`config.mk`:
```
export PLATFORM = sky130hd
export DESIGN_NAME = wtt_ctl_flat
export DESIGN_NICKNAME = d
export VERILOG_FILES = /design/src/logic/wtt_pkg.sv /design/src/logic/wtt_cmd_if.sv /design/src/logic/wtt_ctl.sv /design/src/flat_wrapper.sv
export SDC_FILE = /design/constraint.sdc
export NUM_CORES = 1
export LEC_CHECK = 0
export BUFFER_PORTS_ARGS = -buffer_cell sky130_fd_sc_hd__buf_2
export CAP_MARGIN = 20
export CORE_MARGIN = 2
export CORE_UTILIZATION = 60
export DETAILED_ROUTE_END_ITERATION = 10
export PLACE_DENSITY = 0.77
export SLEW_MARGIN = 20
export SYNTH_ARGS = -nofsm -noshare
export SYNTH_HDL_FRONTEND = slang
export SYNTH_SLANG_ARGS = --single-unit
export TNS_END_PERCENT = 5
```
`constraint.sdc`:
```
create_clock -name clk_sys -period 6.55 [get_ports clk_sys]
set_input_delay 1.31 -clock clk_sys [delete_from_list [all_inputs] [get_ports clk_sys]]
set_output_delay 1.31 -clock clk_sys [all_outputs]
set_load 0.01 [all_outputs]
```
`src/logic/wtt_pkg.sv`:
```
// Shared constants and types for the write turnaround timing pair.
// Assumes one clock for both ends and a four-by-four bank organisation.
package wtt_pkg;

    // Bank organisation and counter width
    localparam int NBG   = 4;
    localparam int NBK   = 4;
    localparam int NBANK = NBG * NBK;
    localparam int CW    = 8;

    // Command set on the command/address path
    typedef enum logic [2:0] {
        CMD_DES,
        CMD_MRS,
        CMD_ACT,
        CMD_WR,
        CMD_RD,
        CMD_PRE
    } wtt_cmd_t;

    // Per-bank tracker phases inside the device
    typedef enum logic [1:0] {
        PH_IDLE,
        PH_DATA,
        PH_REC
    } wtt_ph_t;

    // Burst mode field encodings
    localparam logic [1:0] BM_FIXED8 = 2'h0;
    localparam logic [1:0] BM_OTF    = 2'h1;
    localparam logic [1:0] BM_CHOP4  = 2'h2;

    // Mode payload layout carried on the address bits of a mode set
    localparam int MB_BM_LO  = 0;
    localparam int MB_DBI    = 2;
    localparam int MB_CWL_LO = 3;
    localparam int MB_AL_LO  = 8;
    localparam int MB_LAT_W  = 5;

    // Clocks from write latency to the edge that ends the data
    localparam logic [CW-1:0] END_EIGHT = 8'h04;
    localparam logic [CW-1:0] END_FIXED = 8'h02;

    // Reset values of latencies and intervals, in clocks
    localparam logic [CW-1:0] CWL_RST     = 8'h09;
    localparam logic [CW-1:0] AL_RST      = 8'h00;
    localparam logic [CW-1:0] TWR_RST     = 8'h0C;
    localparam logic [CW-1:0] WRITE_RECOVERY_INVERTED_RST = 8'h0F;
    localparam logic [CW-1:0] WTR_S_RST   = 8'h02;
    localparam logic [CW-1:0] WTR_L_RST   = 8'h04;
    localparam logic [CW-1:0] ACTIVATE_TO_PRECHARGE_MIN_RST    = 8'h20;

    // APB register byte offsets of the controller
    localparam logic [7:0] REG_CMD  = 8'h00;
    localparam logic [7:0] REG_TIM  = 8'h04;
    localparam logic [7:0] REG_ACTIVATE_TO_PRECHARGE_MIN = 8'h08;
    localparam logic [7:0] REG_STAT = 8'h0C;

    // Command register field positions
    localparam int CF_CMD_LO = 0;
    localparam int CF_BA_LO  = 3;
    localparam int CF_BG_LO  = 5;
    localparam int CF_BC     = 7;
    localparam int CF_AP     = 8;
    localparam int CF_ADR_LO = 16;

    // Chop decision for one read or write command
    function automatic logic wtt_chop(input logic [1:0] bm, input logic bc);
        return (bm == BM_CHOP4) || (bm == BM_OTF && !bc);
    endfunction

    // Larger of two counts, so a new load never shortens a wait
    function automatic logic [CW-1:0] wtt_max(input logic [CW-1:0] a,
                                              input logic [CW-1:0] b);
        return (a > b) ? a : b;
    endfunction

endpackage

```
`src/logic/wtt_cmd_if.sv`:
```
// Command/address path between the controller and the memory device.
// Assumes both ends share clk_sys; the controller drives, the device listens.
`timescale 1ns/1ps
interface wtt_cmd_if;
    import wtt_pkg::*;

    logic            cmd_valid;
    wtt_cmd_t        cmd;
    logic [1:0]      bg;
    logic [1:0]      ba;
    logic            bc_bit;
    logic            ap;
    logic [15:0]     addr;

    // Memory device end
    modport dev (
        input cmd_valid, cmd, bg, ba, bc_bit, ap, addr
    );

    // Controller end
    modport ctl (
        output cmd_valid, cmd, bg, ba, bc_bit, ap, addr
    );
endinterface

```
`src/logic/wtt_ctl.sv`:
```
// Controller end: APB command register, spacing counters, command issue.
// Assumes APB from software and a device that obeys mode sets it is sent.
//
// Implementation choices: the address map and the APB interface to the registers.
`timescale 1ns/1ps
module wtt_ctl
    import wtt_pkg::*;
(
    // Clock and reset
    input  wire logic         clk_sys,
    input  wire logic         resetn,
    // APB slave
    input  wire logic         psel,
    input  wire logic         penable,
    input  wire logic         pwrite,
    input  wire logic [7:0]   paddr,
    input  wire logic [31:0]  pwdata,
    output logic              pready,
    output logic [31:0]       prdata,
    output logic              pslverr,
    // Command path
    wtt_cmd_if.ctl            cif
);

    typedef struct packed {
        logic                       pready;
        logic [31:0]                prdata;
        logic                       pslverr;
        logic                       pend;
        logic                       blocked;
        wtt_cmd_t                   pcmd;
        logic [1:0]                 pbg;
        logic [1:0]                 pba;
        logic                       pbc;
        logic                       pap;
        logic [15:0]                padr;
        logic [CW-1:0]              write_recovery_time;
        logic [CW-1:0]              write_recovery_inverted;
        logic [CW-1:0]              wtr_s;
        logic [CW-1:0]              wtr_l;
        logic [CW-1:0]              activate_to_precharge_min;
        logic [1:0]                 bm;
        logic                       data_bus_inversion;
        logic [CW-1:0]              al;
        logic [CW-1:0]              cas_write_latency;
        logic                       cvalid;
        wtt_cmd_t                   ccmd;
        logic [1:0]                 cbg;
        logic [1:0]                 cba;
        logic                       cbc;
        logic                       cap;
        logic [15:0]                cadr;
        logic [NBANK-1:0][CW-1:0]   pre_cnt;
        logic [NBANK-1:0][CW-1:0]   ras_cnt;
        logic [NBG-1:0][CW-1:0]     rdl_cnt;
        logic [CW-1:0]              rds_cnt;
    } wtt_ctl_st_t;

    wtt_ctl_st_t q;
    wtt_ctl_st_t d;

    // Counters, issue decision and APB register file
    always_comb begin
        logic [CW-1:0] wl;
        logic [CW-1:0] dend;
        logic [CW-1:0] rec;
        logic [3:0]    bank;
        logic          ok;
        logic          acc;
        wl   = '0;
        dend = '0;
        rec  = '0;
        bank = '0;
        ok   = 1'b0;
        acc  = 1'b0;
        d         = q;
        d.pready  = 1'b0;
        d.pslverr = 1'b0;
        d.cvalid  = 1'b0;
        d.ccmd    = CMD_DES;
        // every hold-off counter runs down to zero
        for (int i = 0; i < NBANK; i++) begin
            if (q.pre_cnt[i] != '0) d.pre_cnt[i] = q.pre_cnt[i] - 8'h01;
            if (q.ras_cnt[i] != '0) d.ras_cnt[i] = q.ras_cnt[i] - 8'h01;
        end
        for (int g = 0; g < NBG; g++) begin
            if (q.rdl_cnt[g] != '0) d.rdl_cnt[g] = q.rdl_cnt[g] - 8'h01;
        end
        if (q.rds_cnt != '0) d.rds_cnt = q.rds_cnt - 8'h01;

        // write latency from the mode shadow
        wl   = q.al + q.cas_write_latency;
        // reference edge after fixed chop or eight beats
        dend = wl + ((q.bm == BM_CHOP4) ? END_FIXED : END_EIGHT);
        // inverted recovery when inversion is on
        rec  = q.data_bus_inversion ? q.write_recovery_inverted : q.write_recovery_time;
        bank = {q.pbg, q.pba};

        // Gate only dependent commands
        case (q.pcmd)
            // short for any group, long for its own
            CMD_RD:  ok = (q.rdl_cnt[q.pbg] == '0) && (q.rds_cnt == '0);
            // recovery and activate minimum both gone
            CMD_PRE: ok = (q.pre_cnt[bank] == '0) && (q.ras_cnt[bank] == '0);
            default: ok = 1'b1;
        endcase
        d.blocked = q.pend && !ok;

        // Issue; loads are one less since issue is one edge late
        if (q.pend && ok) begin
            d.pend   = 1'b0;
            d.cvalid = 1'b1;
            d.ccmd   = q.pcmd;
            d.cbg    = q.pbg;
            d.cba    = q.pba;
            d.cbc    = q.pbc;
            d.cap    = q.pap;
            d.cadr   = q.padr;
            case (q.pcmd)
                CMD_MRS: begin
                    // Shadow of what the device will hold
                    d.bm  = q.padr[MB_BM_LO +: 2];
                    d.data_bus_inversion = q.padr[MB_DBI];
                    d.cas_write_latency = CW'(q.padr[MB_CWL_LO +: MB_LAT_W]);
                    d.al  = CW'(q.padr[MB_AL_LO +: MB_LAT_W]);
                end
                CMD_ACT: begin
                    d.ras_cnt[bank] = wtt_max(d.ras_cnt[bank],
                                              q.activate_to_precharge_min - 8'h01);
                end
                CMD_WR: begin
                    // precharge hold, also covers auto precharge
                    d.pre_cnt[bank] = wtt_max(d.pre_cnt[bank],
                                              dend + rec - 8'h01);
                    // long wait in the written group
                    d.rdl_cnt[q.pbg] = wtt_max(d.rdl_cnt[q.pbg],
                                               dend + q.wtr_l - 8'h01);
                    d.rds_cnt = wtt_max(d.rds_cnt, dend + q.wtr_s - 8'h01);
                end
                default: begin
                    d.cvalid = 1'b1;
                end
            endcase
        end

        // APB access phase; pready is registered, so one wait state
        acc = psel && penable && !q.pready;
        if (acc && pwrite) begin
            if (paddr == REG_CMD) begin
                // Held off while a command still waits: back-pressure
                if (!d.pend) begin
                    d.pend   = 1'b1;
                    d.pcmd   = wtt_cmd_t'(pwdata[CF_CMD_LO +: 3]);
                    d.pba    = pwdata[CF_BA_LO +: 2];
                    d.pbg    = pwdata[CF_BG_LO +: 2];
                    d.pbc    = pwdata[CF_BC];
                    d.pap    = pwdata[CF_AP];
                    d.padr   = pwdata[CF_ADR_LO +: 16];
                    d.pready = 1'b1;
                end
            end else if (paddr == REG_TIM) begin
                d.write_recovery_time     = pwdata[7:0];
                d.write_recovery_inverted = pwdata[15:8];
                d.wtr_s   = pwdata[23:16];
                d.wtr_l   = pwdata[31:24];
                d.pready  = 1'b1;
            end else if (paddr == REG_ACTIVATE_TO_PRECHARGE_MIN) begin
                d.activate_to_precharge_min   = pwdata[7:0];
                d.pready = 1'b1;
            end else begin
                d.pready  = 1'b1;
                d.pslverr = 1'b1;
            end
        end else if (acc) begin
            d.pready = 1'b1;
            d.prdata = '0;
            if (paddr == REG_CMD) begin
                d.prdata = {q.padr, 7'h00, q.pap, q.pbc, q.pbg, q.pba,
                            q.pcmd};
            end else if (paddr == REG_TIM) begin
                d.prdata = {q.wtr_l, q.wtr_s, q.write_recovery_inverted, q.write_recovery_time};
            end else if (paddr == REG_ACTIVATE_TO_PRECHARGE_MIN) begin
                d.prdata = {24'h000000, q.activate_to_precharge_min};
            end else if (paddr == REG_STAT) begin
                d.prdata = {q.al, q.cas_write_latency, 9'h000, q.data_bus_inversion, q.bm,
                            1'b0, (q.pre_cnt != '0), q.blocked, q.pend};
            end else begin
                d.pslverr = 1'b1;
            end
        end
    end

    // State register
    always_ff @(posedge clk_sys or negedge resetn) begin
        if (!resetn) begin
            q         <= '0;
            q.write_recovery_time     <= TWR_RST;
            q.write_recovery_inverted <= WRITE_RECOVERY_INVERTED_RST;
            q.wtr_s   <= WTR_S_RST;
            q.wtr_l   <= WTR_L_RST;
            q.activate_to_precharge_min    <= ACTIVATE_TO_PRECHARGE_MIN_RST;
            q.cas_write_latency     <= CWL_RST;
            q.al      <= AL_RST;
        end else begin
            q <= d;
        end
    end

    // Outputs straight from the state register
    assign pready        = q.pready;
    assign prdata        = q.prdata;
    assign pslverr       = q.pslverr;
    assign cif.cmd_valid = q.cvalid;
    assign cif.cmd       = q.ccmd;
    assign cif.bg        = q.cbg;
    assign cif.ba        = q.cba;
    assign cif.bc_bit    = q.cbc;
    assign cif.ap        = q.cap;
    assign cif.addr      = q.cadr;

endmodule // wtt_ctl

```
`src/flat_wrapper.sv`:
```
// flat-port wrapper written by rule: the top's interface ports become plain ports
module wtt_ctl_flat import wtt_pkg::*;
  (clk_sys, resetn, psel, penable, pwrite, paddr, pwdata, pready, prdata, pslverr, cif_cmd_valid, cif_cmd, cif_bg, cif_ba, cif_bc_bit, cif_ap, cif_addr);
  wtt_cmd_if cif_i ();
  input  wire logic clk_sys;
  input  wire logic resetn;
  input  wire logic psel;
  input  wire logic penable;
  input  wire logic pwrite;
  input  wire logic [7:0] paddr;
  input  wire logic [31:0] pwdata;
  output logic pready;
  output logic [31:0] prdata;
  output logic pslverr;
  output wire logic [$bits(cif_i.cmd_valid)-1:0] cif_cmd_valid;
  output wire logic [$bits(cif_i.cmd)-1:0] cif_cmd;
  output wire logic [$bits(cif_i.bg)-1:0] cif_bg;
  output wire logic [$bits(cif_i.ba)-1:0] cif_ba;
  output wire logic [$bits(cif_i.bc_bit)-1:0] cif_bc_bit;
  output wire logic [$bits(cif_i.ap)-1:0] cif_ap;
  output wire logic [$bits(cif_i.addr)-1:0] cif_addr;
  assign cif_cmd_valid = cif_i.cmd_valid;
  assign cif_cmd = cif_i.cmd;
  assign cif_bg = cif_i.bg;
  assign cif_ba = cif_i.ba;
  assign cif_bc_bit = cif_i.bc_bit;
  assign cif_ap = cif_i.ap;
  assign cif_addr = cif_i.addr;
  wtt_ctl u_core (.clk_sys(clk_sys), .resetn(resetn), .psel(psel), .penable(penable), .pwrite(pwrite), .paddr(paddr), .pwdata(pwdata), .pready(pready), .prdata(prdata), .pslverr(pslverr), .cif(cif_i));
endmodule
```
Word-level counts from Yosys, hierarchy flattened
Cells that the tools add are included. Widths: inputs -> output; s select.

Flip-flop bits (word level): 436. Input bits: 45. Output and inout port bits: 60.

Add/subtract/negate cells: 46. Magnitude comparators: 8. Eq/ne operators: 9. Mux-type cells: 86. Bitwise operators: 4. Reductions and logical operators: 59.

Operators with widths (count): $mux 8 (50); $sub 8x1->8 const B (41); $mux 322 (1); $reduce_bool 8->1 (37); $bwmux 128 (2); $mux 128 (2); $bmux 8 s4 (4); $reduce_bool 128->1 (1); $mux 32 (3); $logic_not 8->1 (5); $mux 40 (1); $mux 34 (1); $add 8x8->8 (4); $bmux 8 s2 (2); $bwmux 32 (1); $demux 8 s4 (1); $gt 8x8->1 (4); $mux 29 (1); $demux 8 s2 (1); $eq 8x4->1 const B (2); $mux 1 (14); $logic_and 1x1->1 (9); $eq 8x3->1 const B (1); $add 5x5->6 (1); 15 further kinds (23).

Longest topological paths before layout
Gate-level depths: netlist of the first run.

Depth after elaboration: 10. Depth in mapped cells: 24.

Worst setup path after synthesis of the first run
OpenSTA, ideal clock, no wires.

Path kind: reg2reg. From: reg u_core.q[322] (netlist bit). To: reg u_core.q[20] (netlist bit). Data arrival time: 5.191 ns. Data required time: 6.425 ns. Slack: 1.234 ns. Cell stages (with the launch flop): 22. Buffers on the path: 1. Period minus slack after synthesis: 5.316 ns. Path through: dfstp_2 ha_1 fa_1 ha_1 inv_1 fa_1 ha_1 inv_1 ha_1 a21o_1 a21oi_1 o21bai_1 a21oi_1 xor2_1 ha_1 a21o_1 a21o_1 a211oi_1 or2_1 clkbuf_1 mux2_2 mux2_2.

RTL lines: start, declared (RTL line wtt_ctl.sv:59) `wtt_ctl_st_t q;`.

==> results of run 1 <==
-- path summary, 6_finish.rpt --
check | from | cells past startpoint | end | slack, ns
setup / recovery | u_core.q[330] | 19 | u_core.q[20] | 0.72
hold reg to reg | u_core.prdata[25] | 2 | u_core.prdata[25] | 0.48
setup reg to reg | u_core.q[330] | 19 | u_core.q[20] | 0.72
max in group asynchronous | resetn | 2 | u_core.q[137] | 4.30
min in group asynchronous | resetn | 1 | u_core.q[220] | 0.71
hold / removal | u_core.prdata[25] | 2 | u_core.prdata[25] | 0.48
-- final cells by class --
| cell class | count | share of cell area (%) |
|---|---|---|
| Multi-Input combinational cell | 2546 | 53.9 |
| Sequential cell | 436 | 32.5 |
| Clock buffer | 72 | 4.47 |
| Timing Repair Buffer | 187 | 3.64 |
| Tap cell | 672 | 2.50 |
| Inverter | 179 | 2.00 |
| Clock inverter | 22 | 0.993 |
| Antenna cell | 1 | 0.00744 |
-- layer usage --
layer	global-route usage, %	wire [um]	part of all wire, %
met3	9.70	13100	11
met2	62.9	48900	43
met4	19.0	5940	5.2
met1	59.5	46100	40
met5	0	60	0.053
-- kinds of logic after synthesis --
family,Yosys count,share of synthesized area (%)
multiplexers,371,13.9
AND/OR/NAND/NOR,1112,18.7
AO/OA/AOI/OAI,760,15.7
adder cells (fa/ha/maj),150,6.22
buffers and inverters,386,5.62
XOR/XNOR,153,4.36
flip-flops,436,35.5
-- state kept, by name (all words and copies together), names as in the netlist, 2 cells and up --
signal and cells:
u_core.cif.cmd 3, u_core.q 376, u_core.cif.bg 2, u_core.cif.addr 16, u_core.cif.ba 2, u_core.prdata 32
-- metrics by stage --
step | hold WS (ns) | power [mW] | worst slack (ns) | area [um2]
2_1_floorplan | 0.440 | 5.51 | 1.23 | 30800
3_3_place_gp | 0.471 | 7.38 | 0.968 | 31800
3_5_place_dp | 0.465 | 7.38 | 0.797 | 31800
4_1_cts | 0.479 | 10.5 | 0.755 | 33600
5_1_grt | 0.517 | 10.9 | 0.341 | 33600
6_report | 0.477 | 10.7 | 0.720 | 33600
-- cells in the final DEF (no fill, tap or decap), types with 15 or more instances in the layout --
master     count
a31oi_1       28
nand2b_1      31
dfrtp_1      421
nand3_1       56
or4b_1        16
o21ai_0      113
xnor2_1      111
or3_1         34
nor4b_1       27
a22oi_1       37
buf_2        103
a21o_1        20
mux2i_1      188
nor4_1        57
mux4_2        24
o21ai_1       73
mux2_2       101
mux2_4        17
nor3_1       109
o31ai_1       38
or4_1         53
inv_1        173
mux2_1        40
buf_4         78
nor3b_1       36
o22ai_1       23
a21oi_1      231
ha_1         145
a211oi_1      28
clkbuf_16     51
nor2b_1       19
nand2_1      254
o21a_1        24
clkbuf_8      15
xor2_1        42
and2_1        15
a221oi_1      19
nor2_1       314
-- critical path, stage by stage (launching register included) --
cell and delay (ns):
dfrtp_1 0.42, ha_1 0.22, fa_1 0.49, ha_1 0.18, inv_1 0.07, fa_1 0.45, xor2_1 0.53, xor2_1 0.15
ha_1 0.38, a21oi_1 0.23, o21bai_1 0.10, a21oi_1 0.20, xor2_1 0.22, ha_1 0.27, a21o_1 0.19, a21o_1 0.19
a211oi_1 0.38, or2_1 0.37, mux2_2 0.42, mux2_2 0.28
-- power by group --
part	total (mW)	leakage (nW)	switching [mW]	internal, mW
combinational	4.63	9.84	3.19	1.44
clock	3.14	0.902	1.26	1.88
sequential	2.93	6.01	0.134	2.80
==> impl_metrics.env, run 1 <==
export IMPL_viasPerCell=6.91
export IMPL_dr_total_vias=28400
export IMPL_netlist_area_mm2=0.0308
export IMPL_io_pins=105
export IMPL_ys_async_sr_fraction_pct=100
export IMPL_row_count=82
export IMPL_path_class="register to register"
export IMPL_area_delta_synth_final_pct=9.37
export IMPL_grt_pass1_wl_um=170000
export IMPL_synth_top_cell_area_share_pct=34.6
export IMPL_critPathCaptureType="register"
export IMPL_drc=0
export IMPL_postRouteAntennaNets=0
export IMPL_hold_viol_final=0
export IMPL_startpoint_type="register"
export IMPL_fin_util_pct=66.8
export IMPL_report_final_slew_viol_count=0
export IMPL_worst_endpoint_arrival_ns=6.33
export IMPL_antenna_found_initial=8
export IMPL_drt_wl_total_um=114000
export IMPL_grt_use_total_pct=42.5
export IMPL_syn_nets=3563
export IMPL_worst_pin_slew_ns=1.23
export IMPL_gp_congestion=1.05
export IMPL_fin_nets=3596
export IMPL_p_per_area_mw_per_mm2=318
export IMPL_finalClockSkew_ns=0.0206
export IMPL_fin_cells=4115
export IMPL_status="finished, final reports clean"
export IMPL_max_clock_path_buffers=3
export IMPL_die_w_um=230
export IMPL_syn_area_per_cell_um2=9.13
export IMPL_ys_seq_area_share_pct=35.5
export IMPL_period_needed_ns=5.83
export IMPL_cts_buffers=51
export IMPL_ctsHoldBuffers=0
export IMPL_htreeDepth=2
export IMPL_io_buffers=104
export IMPL_max_cap_violations=0
export IMPL_synthTopCellsByArea="dfrtp_1 (35%), mux2i_1 (6.1%), ha_1 (5.9%), nor2_1 (3.8%), a21oi_1 (3.8%)"
export IMPL_leakage_nw=16.8
export IMPL_min_path_type="register to register"
export IMPL_relSlewSlack_pct=17.2
export IMPL_grt_pass1_vias=27200
export IMPL_synth_edf_count=0
export IMPL_grt_setup_unrepaired="false"
export IMPL_core_area_mm2=0.0504
export IMPL_start_util_pct=61.1
export IMPL_clock_sinks=436
export IMPL_synth_most_common_cell="dfrtp_1"
export IMPL_post_cts_resized=0
export IMPL_setup_tns_final_ns=0
export IMPL_overflow=0
export IMPL_timing_fmax_mhz=172
export IMPL_synth_cells=3368
export IMPL_dp_hpwl_um=84400
export IMPL_post_cts_buffers=0
export IMPL_synth_common_cells="dfrtp_1 (425), nor2_1 (315), nand2_1 (254), a21oi_1 (231), mux2i_1 (189)"
export IMPL_clk_pin_slew_ns=0.06
export IMPL_max_vdd_ir_drop_mv=0.695
export IMPL_route_detailed_wl_per_inst_um=27.7
export IMPL_placedCellCount=4019
export IMPL_setup_viol=0
export IMPL_clk_latency_ns=0.62
export IMPL_nFillCells=4025
export IMPL_grt_max_degree=126
export IMPL_layout_area_seq_mm2=0.0109
export IMPL_multiInputGateArea_mm2=0.0181
export IMPL_yosysWarnings=0
export IMPL_fin_crit_sh_pct=89.0
export IMPL_cp_max_fo=8
export IMPL_dieArea_mm2=0.0531
export IMPL_first_pass_iters=8
export IMPL_die_h_um=230
export IMPL_synth_ff_type="dfrtp_1"
export IMPL_ys_seq_elements=436
export IMPL_critPathRequiredTime_ns=7.05
export IMPL_yosysTopAreaCell="dfrtp_1"
export IMPL_cts_tree="built"
export IMPL_initialDrtViolationCount=3909
export IMPL_synth_cell_type_count=104
export IMPL_drive_gt1_share_pct=14.3
export IMPL_root_buffer="clkbuf_16"
Power figures use the tool's default switching activity.
==> run 2, diff against run 1 <==
- CORE_ASPECT_RATIO: not set -> 1.4
==> impl_metrics.env, run 2 (synthesis gave the netlist of run 1 again) <==
export IMPL_htreeDepth=2
export IMPL_setup_tns_final_ns=0
export IMPL_hold_viol_final=0
export IMPL_drc=0
export IMPL_grt_met1_usage_pct=49.4
export IMPL_final_common_cell="dfrtp_1"
export IMPL_hold_depth=2
export IMPL_largest_register_ffs=376
export IMPL_initialDrtViolationCount=3012
export IMPL_io_pins=105
export IMPL_path_class="register to register"
export IMPL_crit_path_cell_trace="ha_1 -> fa_1 -> xor2_1 -> ha_1 -> a21oi_1 -> nor2b_1 -> xnor2_1 -> xor2_1 -> ha_1 -> inv_1 -> o21bai_1 -> a21oi_1 -> xor2_1 -> ha_1 -> a21o_1 -> a21o_1 -> a211oi_1 -> or2_1 -> mux2_2 -> mux2_2"
export IMPL_finalClockSkew_ns=0.0233
export IMPL_critPathCaptureType="register"
export IMPL_grt_use_met2_pct=72.8
export IMPL_core_area_mm2=0.0509
export IMPL_timing_fmax_mhz=173
export IMPL_dp_slack_ns=0.810
export IMPL_slowest_delay_ns=0.59
export IMPL_max_cap_violations=0
export IMPL_grt_max_degree=130
export IMPL_first_pass_iters=6
export IMPL_status="finished, final reports clean"
export IMPL_startpoint_type="register"
export IMPL_period_needed_ns=5.79
export IMPL_grt_use_met3_pct=8.87
export IMPL_r2r_start="u_core.q[330]"
export IMPL_area_delta_synth_final_pct=9.66
export IMPL_clk_pin_slew_ns=0.07
export IMPL_fin_cells=4095
export IMPL_layout_common_cells="dfrtp_1 (422), nor2_1 (314), nand2_1 (254)"
export IMPL_slowest_stage="xnor2_1"
export IMPL_cts_tree="built"
export IMPL_path_delay_family="adder cells"
export IMPL_start_util_pct=60.5
export IMPL_dieArea_mm2=0.0531
export IMPL_antenna_cells=0
export IMPL_root_buffer="clkbuf_16"
export IMPL_post_dp_cell_area_mm2=0.0318
export IMPL_clock_sinks=436
export IMPL_path_buf_inv=1
export IMPL_min_path_type="register to register"
export IMPL_cts_buffers=47
export IMPL_p_per_area_mw_per_mm2=322
export IMPL_drt_wl_total_um=119000
export IMPL_hold_end="u_core.prdata[10]"
export IMPL_drive_gt1_share_pct=14.3
export IMPL_r2r_cells=20
export IMPL_gp_congestion=1.09
export IMPL_setup_viol=0
export IMPL_fin_crit_sh_pct=88.3
export IMPL_critPathRequiredTime_ns=7.04
export IMPL_die_h_um=272
export IMPL_grt_use_total_pct=44.6
export IMPL_max_clock_path_buffers=3
export IMPL_cp_max_fo=8
export IMPL_viasPerCell=6.93
export IMPL_overflow=0
export IMPL_die_w_um=195
export IMPL_antenna_found_initial=2
export IMPL_max_vdd_ir_drop_mv=0.807
export IMPL_route_detailed_wl_per_inst_um=29.0
export IMPL_leakage_nw=16.8
export IMPL_relSlewSlack_pct=15.2
export IMPL_reg2reg_to="u_core.q[28]"
export IMPL_rrSetupSlack_ns=0.76
export IMPL_final_area_mm2=0.0337
export IMPL_layout_setup_ws_ns=0.764
export IMPL_dr_total_vias=28400
export IMPL_report_final_slew_viol_count=0
export IMPL_cpMostUsedCell="ha_1"
export IMPL_post_cts_resized=0
export IMPL_nFillCells=4072
export IMPL_dp_hpwl_um=88200
export IMPL_fin_nets=3601
export IMPL_grt_pass1_wl_um=176000
export IMPL_io_buffers=104
export IMPL_postRouteAntennaNets=0
export IMPL_largest_register="u_core.q"
export IMPL_min_from="u_core.prdata[10]"
export IMPL_clk_latency_ns=0.62
export IMPL_post_cts_buffers=0
export IMPL_placedCellCount=4005
export IMPL_grt_busiest_layer="met2"
export IMPL_grt_setup_unrepaired="false"
export IMPL_ctsHoldBuffers=0
export IMPL_grt_pass1_vias=28200
export IMPL_row_count=98
export IMPL_worst_endpoint_arrival_ns=6.28
export IMPL_worst_pin_slew_ns=1.26
run 2: changes by cell type in the layout (fill, tap and decap cells not counted), sizes merged, moves of 5 or more:
cell / before / now
buf: 187 / 196
clkinv: 12 / 7
bufinv: 7 / 14
clkbuf: 72 / 64
run 2: worst max-delay path by stage:
stage	start	endpoint	slack, ns	cells past startpoint
floorplan	u_core.q[322]	u_core.q[20]	1.23	21
global placement	u_core.q[322]	u_core.q[36]	0.84	20
detailed placement	u_core.q[322]	u_core.q[28]	0.81	20
CTS	u_core.q[322]	u_core.q[28]	0.76	20
global route	u_core.q[330]	u_core.q[28]	0.39	20
finish	u_core.q[330]	u_core.q[28]	0.76	20
run 2: area by class of cell:
cell class	instances	area, um2	area share, %
Clock inverter	24	498	1.48
Sequential cell	436	10900	32.4
Clock buffer	64	1350	4.01
Tap cell	650	813	2.41
Inverter	179	672	1.99
Multi-Input combinational cell	2546	18100	53.8
Timing Repair Buffer	196	1330	3.94
run 2: per-stage QoR:
| stage | hold WS (ns) | total power [mW] | utilization, % |
|---|---|---|---|
| after floorplan | 0.440 | 5.51 | - |
| final | 0.464 | 10.9 | 66.3 |
| after global placement | 0.447 | 7.40 | 62.6 |
| after detailed placement | 0.450 | 7.45 | 62.6 |
| after global routing | 0.497 | 11.2 | 66.3 |
| after CTS | 0.465 | 10.7 | 66.2 |
run 2: power breakdown:
| group | internal (mW) | switching, mW | leakage (nW) |
|---|---|---|---|
| clock network | 2.00 | 1.22 | 0.898 |
| registers | 2.80 | 0.128 | 6.02 |
| logic | 1.43 | 3.28 | 9.89 |
| total | 6.23 | 4.63 | 16.8 |
run 2: tightest hold or removal path: stages, from the launching register on:
cell and delay [ns]:
dfrtp_1 0.34, nand2_1 0.05, nand2_1 0.04
run 2: per-layer routing:
layer	wire [um]	up-vias
li1	-	12300
met1	40400	13800
met2	55000	1727
met3	10100	600
met4	13100	4
met5	17	-
